<file path="config.mk">
export PLATFORM = sky130hd
export DESIGN_NAME = dopc_fsm
export DESIGN_NICKNAME = d
export VERILOG_FILES = /design/src/hw/dopc_pkg.sv /design/src/hw/dopc_fsm.sv
export VERILOG_INCLUDE_DIRS = /design/src /design/src/hw
export SDC_FILE = /design/constraint.sdc
export NUM_CORES = 1
export LEC_CHECK = 0
export ABC_AREA = 1
export BUFFER_PORTS_ARGS = -buffer_cell sky130_fd_sc_hd__buf_4
export CORE_MARGIN = 3
export CORE_UTILIZATION = 40
export DETAILED_ROUTE_END_ITERATION = 6
export GPL_TIMING_DRIVEN = 0
export PLACE_DENSITY = 0.62
export SLEW_MARGIN = 20
export SYNTH_ARGS = -nofsm -noshare
export SYNTH_HDL_FRONTEND = slang
export SYNTH_SLANG_ARGS = --single-unit
</file>
<file path="constraint.sdc">
create_clock -name clk_in -period 2.06 [get_ports clk_in]
set_input_delay 0.103 -clock clk_in [delete_from_list [all_inputs] [get_ports clk_in]]
set_output_delay 0.103 -clock clk_in [all_outputs]
set_load 0.01 [all_outputs]
</file>
<file path="src/hw/dopc_regs.svh">
`ifndef DOPC_REGS_SVH
`define DOPC_REGS_SVH
// Frame type codes carried on the transmit request
`define DOPC_FRM_NONE 3'h0
`define DOPC_FRM_REG 3'h1
`define DOPC_FRM_PIO_SETUP 3'h2
`define DOPC_FRM_ACTIVATE 3'h3
`define DOPC_FRM_DATA 3'h4
// Packet protocol codes from the command decoder
`define DOPC_PROTO_NONDATA 3'h0
`define DOPC_PROTO_PIO_IN 3'h1
`define DOPC_PROTO_PIO_OUT 3'h2
`define DOPC_PROTO_DMA_IN 3'h3
`define DOPC_PROTO_DMA_OUT 3'h4
// Status bit positions in the eight-bit status byte
`define DOPC_STS_BSY 7
`define DOPC_STS_DRQ 3
`define DOPC_STS_ERR 0
// Status byte values
`define DOPC_STS_READY 8'h40
`define DOPC_STS_BUSY 8'h80
`define DOPC_STS_DRQ_ON 8'h08
`define DOPC_STS_ERR_ON 8'h01
`endif

</file>
<file path="src/hw/dopc_pkg.sv">
package dopc_pkg;
  typedef enum logic [4:0] {
    DOPC_IDLE,
    DOPC_DMA_WAIT,
    DOPC_DMA_ACTIVATE,
    DOPC_DMA_RECEIVE,
    DOPC_STATUS,
    DOPC_PKT_SETUP,
    DOPC_PKT_RECEIVE,
    DOPC_PKT_DECODE,
    DOPC_PKT_NONDATA,
    DOPC_PROGRAMMED_READ,
    DOPC_READ_SETUP,
    DOPC_BLOCK_SEND,
    DOPC_PROGRAMMED_WRITE,
    DOPC_WRITE_SETUP,
    DOPC_WRITE_RECEIVE,
    DOPC_PKT_DMA_IN,
    DOPC_PKT_DMA_OUT,
    DOPC_RELEASE
  } dopc_state_e;
  typedef logic [2:0] dopc_frame_t;
endpackage : dopc_pkg

</file>
<file path="src/hw/dopc_fsm.sv">
`include "dopc_regs.svh"

// Function
// RULE1 - One interrupt per DMA write, only after all data moved successfully; the code also pulses it after an aborted write's status frame
// RULE2 - DMA write command or more data needed enters the write-data wait
// RULE3 - From write-data wait go to activate when ready for a frame
// RULE4 - From write-data wait go to status when done or aborted
// RULE5 - Send DMA activate frame, then move to frame receive
// RULE6 - Take the data frame, then return to write-data wait
// RULE7 - Status report sends register frame with ending status, interrupt set
// RULE8 - After the status frame is sent, return to idle
// RULE9 - Release states exist only when queuing is built in
// RULE10 - Packet command sends PIO setup, then moves to packet receive
// RULE11 - Accept the packet data frame, then move to packet decode
// RULE12 - Decode picks one of five branches; non-data runs then reports status
// RULE13 - Programmed read: block ready goes to setup; done or error to status
// RULE14 - Read setup sends PIO setup frame, then goes to block send
// RULE15 - Block send sends data frame, then returns to programmed read
// RULE16 - Queuing device with block not ready goes to release
// RULE17 - Programmed write: ready to setup; all blocks or error to status
// RULE18 - Packet setup shows BSY0 DRQ1, I zero, ends BSY1 DRQ0, byte count
// RULE19 - Host sends one data frame per activation, never unsolicited
// RULE20 - Failed frame transfer is an aborting error leading to status
module dopc_fsm #(
  parameter bit QUEUING = 1'b0
) (
  input wire logic clk_in,
  input wire logic resetn_in,
  input wire logic dma_write_cmd_in,
  input wire logic packet_cmd_in,
  input wire logic [15:0] byte_count_in,
  input wire logic data_ready_in,
  input wire logic data_not_ready_in,
  input wire logic all_done_in,
  input wire logic cmd_error_in,
  input wire logic [2:0] packet_proto_in,
  input wire logic exec_done_in,
  input wire logic tx_done_in,
  input wire logic tx_fail_in,
  input wire logic rx_done_in,
  input wire logic rx_fail_in,
  output logic tx_req_out,
  output logic [2:0] tx_type_out,
  output logic tx_irq_out,
  output logic [7:0] tx_start_status_out,
  output logic [7:0] tx_end_status_out,
  output logic [15:0] tx_byte_count_out,
  output logic rx_expect_out,
  output logic irq_event_out,
  output logic busy_out,
  output logic [4:0] state_out
);
  dopc_pkg::dopc_state_e state_q, state_d;
  logic err_q, err_d;
  logic first_q, first_d;
  logic irq_q;

  // Frame request decoded from the state
  function automatic dopc_pkg::dopc_frame_t frame_of(input dopc_pkg::dopc_state_e s);
    case (s)
      dopc_pkg::DOPC_DMA_ACTIVATE: frame_of = `DOPC_FRM_ACTIVATE;
      dopc_pkg::DOPC_STATUS: frame_of = `DOPC_FRM_REG;
      dopc_pkg::DOPC_RELEASE: frame_of = `DOPC_FRM_REG;
      dopc_pkg::DOPC_PKT_SETUP: frame_of = `DOPC_FRM_PIO_SETUP;
      dopc_pkg::DOPC_READ_SETUP: frame_of = `DOPC_FRM_PIO_SETUP;
      dopc_pkg::DOPC_WRITE_SETUP: frame_of = `DOPC_FRM_PIO_SETUP;
      dopc_pkg::DOPC_BLOCK_SEND: frame_of = `DOPC_FRM_DATA;
      default: frame_of = `DOPC_FRM_NONE;
    endcase
  endfunction : frame_of

  // Receive expected in these states
  function automatic logic rx_of(input dopc_pkg::dopc_state_e s);
    rx_of = (s == dopc_pkg::DOPC_DMA_RECEIVE) || (s == dopc_pkg::DOPC_PKT_RECEIVE)
         || (s == dopc_pkg::DOPC_WRITE_RECEIVE);
  endfunction : rx_of

  wire tx_fault = tx_fail_in;
  wire rx_fault = rx_fail_in;
  // Release only reachable when queuing is built in
  // RULE9 queuing gate
  wire may_release = QUEUING && data_not_ready_in;
  wire abort_now = cmd_error_in || err_q;
  wire dopc_pkg::dopc_frame_t frame_d = frame_of(state_d);
  wire setup_d = (frame_d == `DOPC_FRM_PIO_SETUP);
  wire status_d = (state_d == dopc_pkg::DOPC_STATUS);
  wire release_d = (state_d == dopc_pkg::DOPC_RELEASE);
  wire status_sent = (state_q == dopc_pkg::DOPC_STATUS) && tx_done_in;

  // Next state logic
  always_comb begin
    state_d = state_q;
    // Aborting errors latch until the command ends
    err_d = err_q || cmd_error_in;
    first_d = first_q;
    case (state_q)
      dopc_pkg::DOPC_IDLE: begin
        err_d = 1'b0;
        first_d = 1'b1;
        // RULE2 DMA entry
        if (dma_write_cmd_in) begin
          state_d = dopc_pkg::DOPC_DMA_WAIT;
        // RULE10 packet entry
        end else if (packet_cmd_in) begin
          state_d = dopc_pkg::DOPC_PKT_SETUP;
        end
      end
      dopc_pkg::DOPC_DMA_WAIT: begin
        // RULE4 done or abort
        if (all_done_in || abort_now) begin
          state_d = dopc_pkg::DOPC_STATUS;
        // RULE3 ready to activate
        end else if (data_ready_in) begin
          state_d = dopc_pkg::DOPC_DMA_ACTIVATE;
        end
      end
      dopc_pkg::DOPC_DMA_ACTIVATE: begin
        // RULE5 activate sent
        // RULE20 transmit failure aborts
        if (tx_fault) begin
          err_d = 1'b1;
          state_d = dopc_pkg::DOPC_STATUS;
        end else if (tx_done_in) begin
          state_d = dopc_pkg::DOPC_DMA_RECEIVE;
        end
      end
      dopc_pkg::DOPC_DMA_RECEIVE: begin
        // RULE6 data taken
        // RULE19 one frame per activation
        if (rx_fault) begin
          err_d = 1'b1;
          state_d = dopc_pkg::DOPC_STATUS;
        end else if (rx_done_in) begin
          state_d = dopc_pkg::DOPC_DMA_WAIT;
        end
      end
      dopc_pkg::DOPC_PKT_SETUP: begin
        if (tx_fault) begin
          err_d = 1'b1;
          state_d = dopc_pkg::DOPC_STATUS;
        end else if (tx_done_in) begin
          state_d = dopc_pkg::DOPC_PKT_RECEIVE;
        end
      end
      dopc_pkg::DOPC_PKT_RECEIVE: begin
        // RULE11 packet received
        if (rx_fault) begin
          err_d = 1'b1;
          state_d = dopc_pkg::DOPC_STATUS;
        end else if (rx_done_in) begin
          state_d = dopc_pkg::DOPC_PKT_DECODE;
        end
      end
      dopc_pkg::DOPC_PKT_DECODE: begin
        first_d = 1'b1;
        // RULE12 protocol dispatch
        case (packet_proto_in)
          `DOPC_PROTO_NONDATA: state_d = dopc_pkg::DOPC_PKT_NONDATA;
          `DOPC_PROTO_PIO_IN: state_d = dopc_pkg::DOPC_PROGRAMMED_READ;
          `DOPC_PROTO_PIO_OUT: state_d = dopc_pkg::DOPC_PROGRAMMED_WRITE;
          `DOPC_PROTO_DMA_IN: state_d = dopc_pkg::DOPC_PKT_DMA_IN;
          `DOPC_PROTO_DMA_OUT: state_d = dopc_pkg::DOPC_PKT_DMA_OUT;
          default: begin
            err_d = 1'b1;
            state_d = dopc_pkg::DOPC_STATUS;
          end
        endcase
      end
      dopc_pkg::DOPC_PKT_NONDATA: begin
        if (exec_done_in || abort_now) begin
          // Any latched error rides on the status frame
          state_d = dopc_pkg::DOPC_STATUS;
        end
      end
      dopc_pkg::DOPC_PROGRAMMED_READ: begin
        // RULE13 read branch choice
        if (all_done_in || abort_now) begin
          state_d = dopc_pkg::DOPC_STATUS;
        end else if (data_ready_in) begin
          state_d = dopc_pkg::DOPC_READ_SETUP;
        // RULE16 release when not ready
        end else if (may_release) begin
          state_d = dopc_pkg::DOPC_RELEASE;
        end
      end
      dopc_pkg::DOPC_READ_SETUP: begin
        // RULE14 setup then send
        if (tx_fault) begin
          err_d = 1'b1;
          state_d = dopc_pkg::DOPC_STATUS;
        end else if (tx_done_in) begin
          first_d = 1'b0;
          state_d = dopc_pkg::DOPC_BLOCK_SEND;
        end
      end
      dopc_pkg::DOPC_BLOCK_SEND: begin
        // RULE15 block sent
        if (tx_fault) begin
          err_d = 1'b1;
          state_d = dopc_pkg::DOPC_STATUS;
        end else if (tx_done_in) begin
          state_d = dopc_pkg::DOPC_PROGRAMMED_READ;
        end
      end
      dopc_pkg::DOPC_PROGRAMMED_WRITE: begin
        // RULE17 write branch choice
        if (all_done_in || abort_now) begin
          state_d = dopc_pkg::DOPC_STATUS;
        end else if (data_ready_in) begin
          state_d = dopc_pkg::DOPC_WRITE_SETUP;
        end else if (may_release) begin
          state_d = dopc_pkg::DOPC_RELEASE;
        end
      end
      dopc_pkg::DOPC_WRITE_SETUP: begin
        if (tx_fault) begin
          err_d = 1'b1;
          state_d = dopc_pkg::DOPC_STATUS;
        end else if (tx_done_in) begin
          first_d = 1'b0;
          state_d = dopc_pkg::DOPC_WRITE_RECEIVE;
        end
      end
      dopc_pkg::DOPC_WRITE_RECEIVE: begin
        if (rx_fault) begin
          err_d = 1'b1;
          state_d = dopc_pkg::DOPC_STATUS;
        end else if (rx_done_in) begin
          state_d = dopc_pkg::DOPC_PROGRAMMED_WRITE;
        end
      end
      dopc_pkg::DOPC_PKT_DMA_IN, dopc_pkg::DOPC_PKT_DMA_OUT: begin
        // Loop bodies live elsewhere; finish on done or error
        if (all_done_in || abort_now) begin
          state_d = dopc_pkg::DOPC_STATUS;
        end
      end
      dopc_pkg::DOPC_STATUS, dopc_pkg::DOPC_RELEASE: begin
        // RULE8 back to idle
        if (tx_done_in || tx_fault) begin
          state_d = dopc_pkg::DOPC_IDLE;
        end
      end
      default: state_d = dopc_pkg::DOPC_IDLE;
    endcase
  end

  // State and flags
  always_ff @(posedge clk_in or negedge resetn_in) begin
    if (!resetn_in) begin
      state_q <= dopc_pkg::DOPC_IDLE;
      err_q <= 1'b0;
      first_q <= 1'b1;
    end else begin
      state_q <= state_d;
      err_q <= err_d;
      first_q <= first_d;
    end
  end

  // Registered transport request, presented with the state it belongs to
  always_ff @(posedge clk_in or negedge resetn_in) begin
    if (!resetn_in) begin
      tx_req_out <= 1'b0;
      tx_type_out <= `DOPC_FRM_NONE;
      tx_irq_out <= 1'b0;
      tx_start_status_out <= `DOPC_STS_READY;
      tx_end_status_out <= `DOPC_STS_READY;
      tx_byte_count_out <= 16'h0000;
      rx_expect_out <= 1'b0;
    end else begin
      tx_req_out <= (frame_d != `DOPC_FRM_NONE);
      tx_type_out <= frame_d;
      // RULE7 status frame interrupt bit
      // RULE18 packet setup bits
      tx_irq_out <= status_d || release_d || (setup_d && !first_d);
      tx_start_status_out <= setup_d ? `DOPC_STS_DRQ_ON
                           : (err_d ? (`DOPC_STS_READY | `DOPC_STS_ERR_ON) : `DOPC_STS_READY);
      tx_end_status_out <= setup_d ? `DOPC_STS_BUSY
                         : (err_d ? (`DOPC_STS_READY | `DOPC_STS_ERR_ON) : `DOPC_STS_READY);
      tx_byte_count_out <= setup_d ? byte_count_in : 16'h0000;
      rx_expect_out <= rx_of(state_d);
    end
  end

  // RULE1 single interrupt on completion
  always_ff @(posedge clk_in or negedge resetn_in) begin
    if (!resetn_in) begin
      irq_q <= 1'b0;
      irq_event_out <= 1'b0;
      busy_out <= 1'b0;
      state_out <= 5'h00;
    end else begin
      // Remembers the last status hand-off so a pulse never repeats
      irq_q <= status_sent;
      irq_event_out <= status_sent && !irq_q;
      busy_out <= (state_d != dopc_pkg::DOPC_IDLE);
      state_out <= state_d;
    end
  end
endmodule : dopc_fsm

</file>
==> flow_summary.json <==
{
  "nNetsFinal": 481,
  "setup_viol": 0,
  "utilization_pct": 62.8,
  "drt_iter0_markers": 230,
  "min_to": "tx_byte_count_out[4]",
  "cp.required_ns": 2.24,
  "antennaDiodeCount": 0,
  "firstDrtPassIters": 5,
  "clk_pin_slew_ns": 0.07,
  "cp-end-kind": "flip-flop",
  "drc_errors": 0,
  "cp-start-kind": "flip-flop",
  "numCtsBuffers": 5,
  "yosysUniqueCellTypes": 29,
  "dieArea_um2": 6830,
  "grt_util_all_layers_pct": 21.3,
  "numPortBuffers": 65,
  "yosysWarnings": 0,
  "start_util_pct": 41.9,
  "p_per_area_nw_per_um2": 1130,
  "synth_seq_cells": 35,
  "overflow": 0,
  "worstHoldStart": "byte_count_in[4]",
  "die_y_um": 82.6,
  "num_vias": 2523,
  "area_growth_pct": 49.9,
  "rr_startpoint": "state_out[0]",
  "drv_slew": 0,
  "cts_tree": "yes",
  "fin_crit_sh_pct": 97.1,
  "vias_per_cell": 4.83,
  "die_width_um": 82.6,
  "yosysSeqAreaShare_pct": 37.4,
  "worstReg2RegEnd": "tx_byte_count_out[15]",
  "hold_depth": 3,
  "netlist_area_um2": 2350,
  "ios": 77,
  "post_drt_wl_per_cell_um": 13.9,
  "grt_setup_unrepaired": "true",
  "tns_ns": 0,
  "hpwl_mm": 5.23,
  "r2r.worst_path.cells": 15,
  "skew_ns": 0.00601,
  "cap_viol_max_count": 0,
  "run_status": "finished clean",
  "synthCells": 347,
  "clk_latency_ns": 0.28,
  "path_max_fanout": 7,
  "vdd_drop_max_mv": 0.684,
  "grt_pass1_wl_mm": 10.9,
  "drive_gt1_share_pct": 44.0,
  "cts_root_buf": "clkbuf_8",
  "grt_pass1_vias": 2283,
  "num_rows": 27,
  "wirelength_mm": 7.24,
  "htree_levels": 2,
  "worst_ep_arrival_time_ns": 2.18,
  "r2r_slack_ns": 0.06,
  "ant_nets": 0,
  "p_leak_nw": 1.97,
  "placeableCoreArea_um2": 5610,
  "routabilityCongestion": 0.923,
  "clock-sinks": 35,
  "hp-class": "primary input to flip-flop",
  "hold_ws_ns": 0.0411,
  "grt_max_degree": 36,
  "n_fill_cell": 558,
  "hold_viol_final": 0,
  "finalCriticalPeriod_ns": 2.00,
  "criticalPathCategory": "flip-flop to flip-flop",
  "clk_path_buf_depth": 2,
  "antenna_found_initial": 0,
  "avgSynthCellArea_um2": 6.77,
  "fmax_mhz": 500
}
[final cells by class]
class / count / area, um^2 / area share [%]
plain buffers: 17 / 148 / 4.19
clock buffers: 8 / 100 / 2.84
inverters: 55 / 219 / 6.22
multi-input cells: 249 / 1400 / 39.8
flip-flops and latches: 35 / 882 / 25.0
well taps: 72 / 90.1 / 2.56
repair buffers: 86 / 681 / 19.3
[through the flow]
stage	total power [W]	instance area, um^2	instances	setup slack [ns]
floorplan	0.00215	2380	356	0.138
global placement	0.00282	2960	493	-0.260
detailed placement	0.00282	2960	493	-0.224
CTS	0.00370	3320	516	0.0260
global route	0.00426	3520	522	-0.0512
finish	0.00398	3520	522	0.0602
[timing repair]
action | 4_1_cts | 5_1_grt
hold buffers | 1 | 0
setup buffers | 12 | 6
pin swaps | 11 | 18
gates cloned | 2 | 0
endpoints found under the setup margin | 22 | 23
hold endpoints to repair | 33 | 0
resized for setup | 41 | 44
[kinds of logic after synthesis]
| family | after synthesis | share of synthesized area, % |
|---|---|---|
| AO/OA/AOI/OAI | 18 | 4.21 |
| buffers and inverters | 72 | 14.7 |
| flip-flops | 35 | 37.4 |
| other | 1 | 0.160 |
| AND/OR/NAND/NOR | 221 | 43.5 |
[where the power goes]
group          switching (W)  internal [W]
clock               0.000236      0.000305
combinational        0.00137       0.00104
sequential          0.000121      0.000911
[placed cells by master, fill, tap and decap left out, types with 3 or more instances in the layout]
cell type	count
nor2_2	14
nor2_1	65
conb_1	10
inv_2	9
nand2_4	7
nor2_4	23
inv_1	43
nor3_1	4
clkbuf_8	7
nand3_1	20
nand3_2	14
nand2_1	59
o21ai_0	4
buf_6	4
dfrtp_2	3
dfrtp_1	30
nand2_2	10
a21oi_1	6
buf_4	94
[critical path, stage by stage (launching register included)]
cell,delay [ns]
dfrtp_1,0.43
buf_6,0.17
nand2_4,0.07
nor2_4,0.21
nand2_2,0.12
nor2_1,0.10
nor2_1,0.06
nand2_1,0.11
nor2_4,0.05
nand2_4,0.09
nor2_1,0.05
nand2_1,0.09
nand2_4,0.08
inv_8,0.09
buf_8,0.13
nor2_1,0.04
[synthesized netlist by cell type]
library cell	instances	area share (%)
buf_12	1	0.85
o21ai_1	1	0.21
clkinv_1	1	0.16
nand3_1	29	6.2
a21oi_1	8	1.7
dfstp_2	2	2.2
nand3_2	5	2.1
dfrtp_1	33	35
nand2_1	71	11
nor2b_1	1	0.27
nor2_2	9	2.4
nand2_2	4	1.1
buf_2	1	0.21
nor3_1	4	0.85
inv_1	47	7.5
buf_4	15	4.8
nor2_1	84	13
nand4_1	2	0.53
nor4_1	1	0.27
o22ai_1	1	0.27
nor2_4	9	4.3
conb_1	1	0.16
or2_2	1	0.27
nand2_4	1	0.48
o21bai_1	2	0.64
inv_4	1	0.27
a21o_1	1	0.32
inv_2	6	0.96
o21ai_0	5	1.1
[per-layer routing]
layer	share of wire (%)	global-route usage, %
met1	43	30.3
met2	46	32.7
met3	8.0	4.66
met4	2.2	5.72
met5	0	0
[worst max path at each step]
| stage | startpoint | endpoint | slack [ns] | cells after the start |
|---|---|---|---|---|
| 2_1_floorplan | state_out[3] | tx_type_out[1] | 0.14 | 13 |
| 3_3_place_gp | err_q | tx_type_out[1] | -0.26 | 12 |
| 3_5_place_dp | err_q | tx_type_out[1] | -0.22 | 12 |
| 4_1_cts | state_out[0] | tx_req_out | 0.03 | 15 |
| 5_1_grt | state_out[0] | tx_req_out | -0.05 | 15 |
| 6_report | state_out[0] | tx_byte_count_out[15] | 0.06 | 15 |
[sequential cells by signal, summed over array words and instances, names as in the netlist]
signal and cells:
tx_byte_count_out 16, state_out 5, tx_type_out 3, tx_end_status_out 2, busy_out 1, err_q 1, first_q 1, irq_event_out 1
irq_q 1, rx_expect_out 1, tx_irq_out 1, tx_req_out 1, tx_start_status_out 1
(Power assumes the default switching activity.)
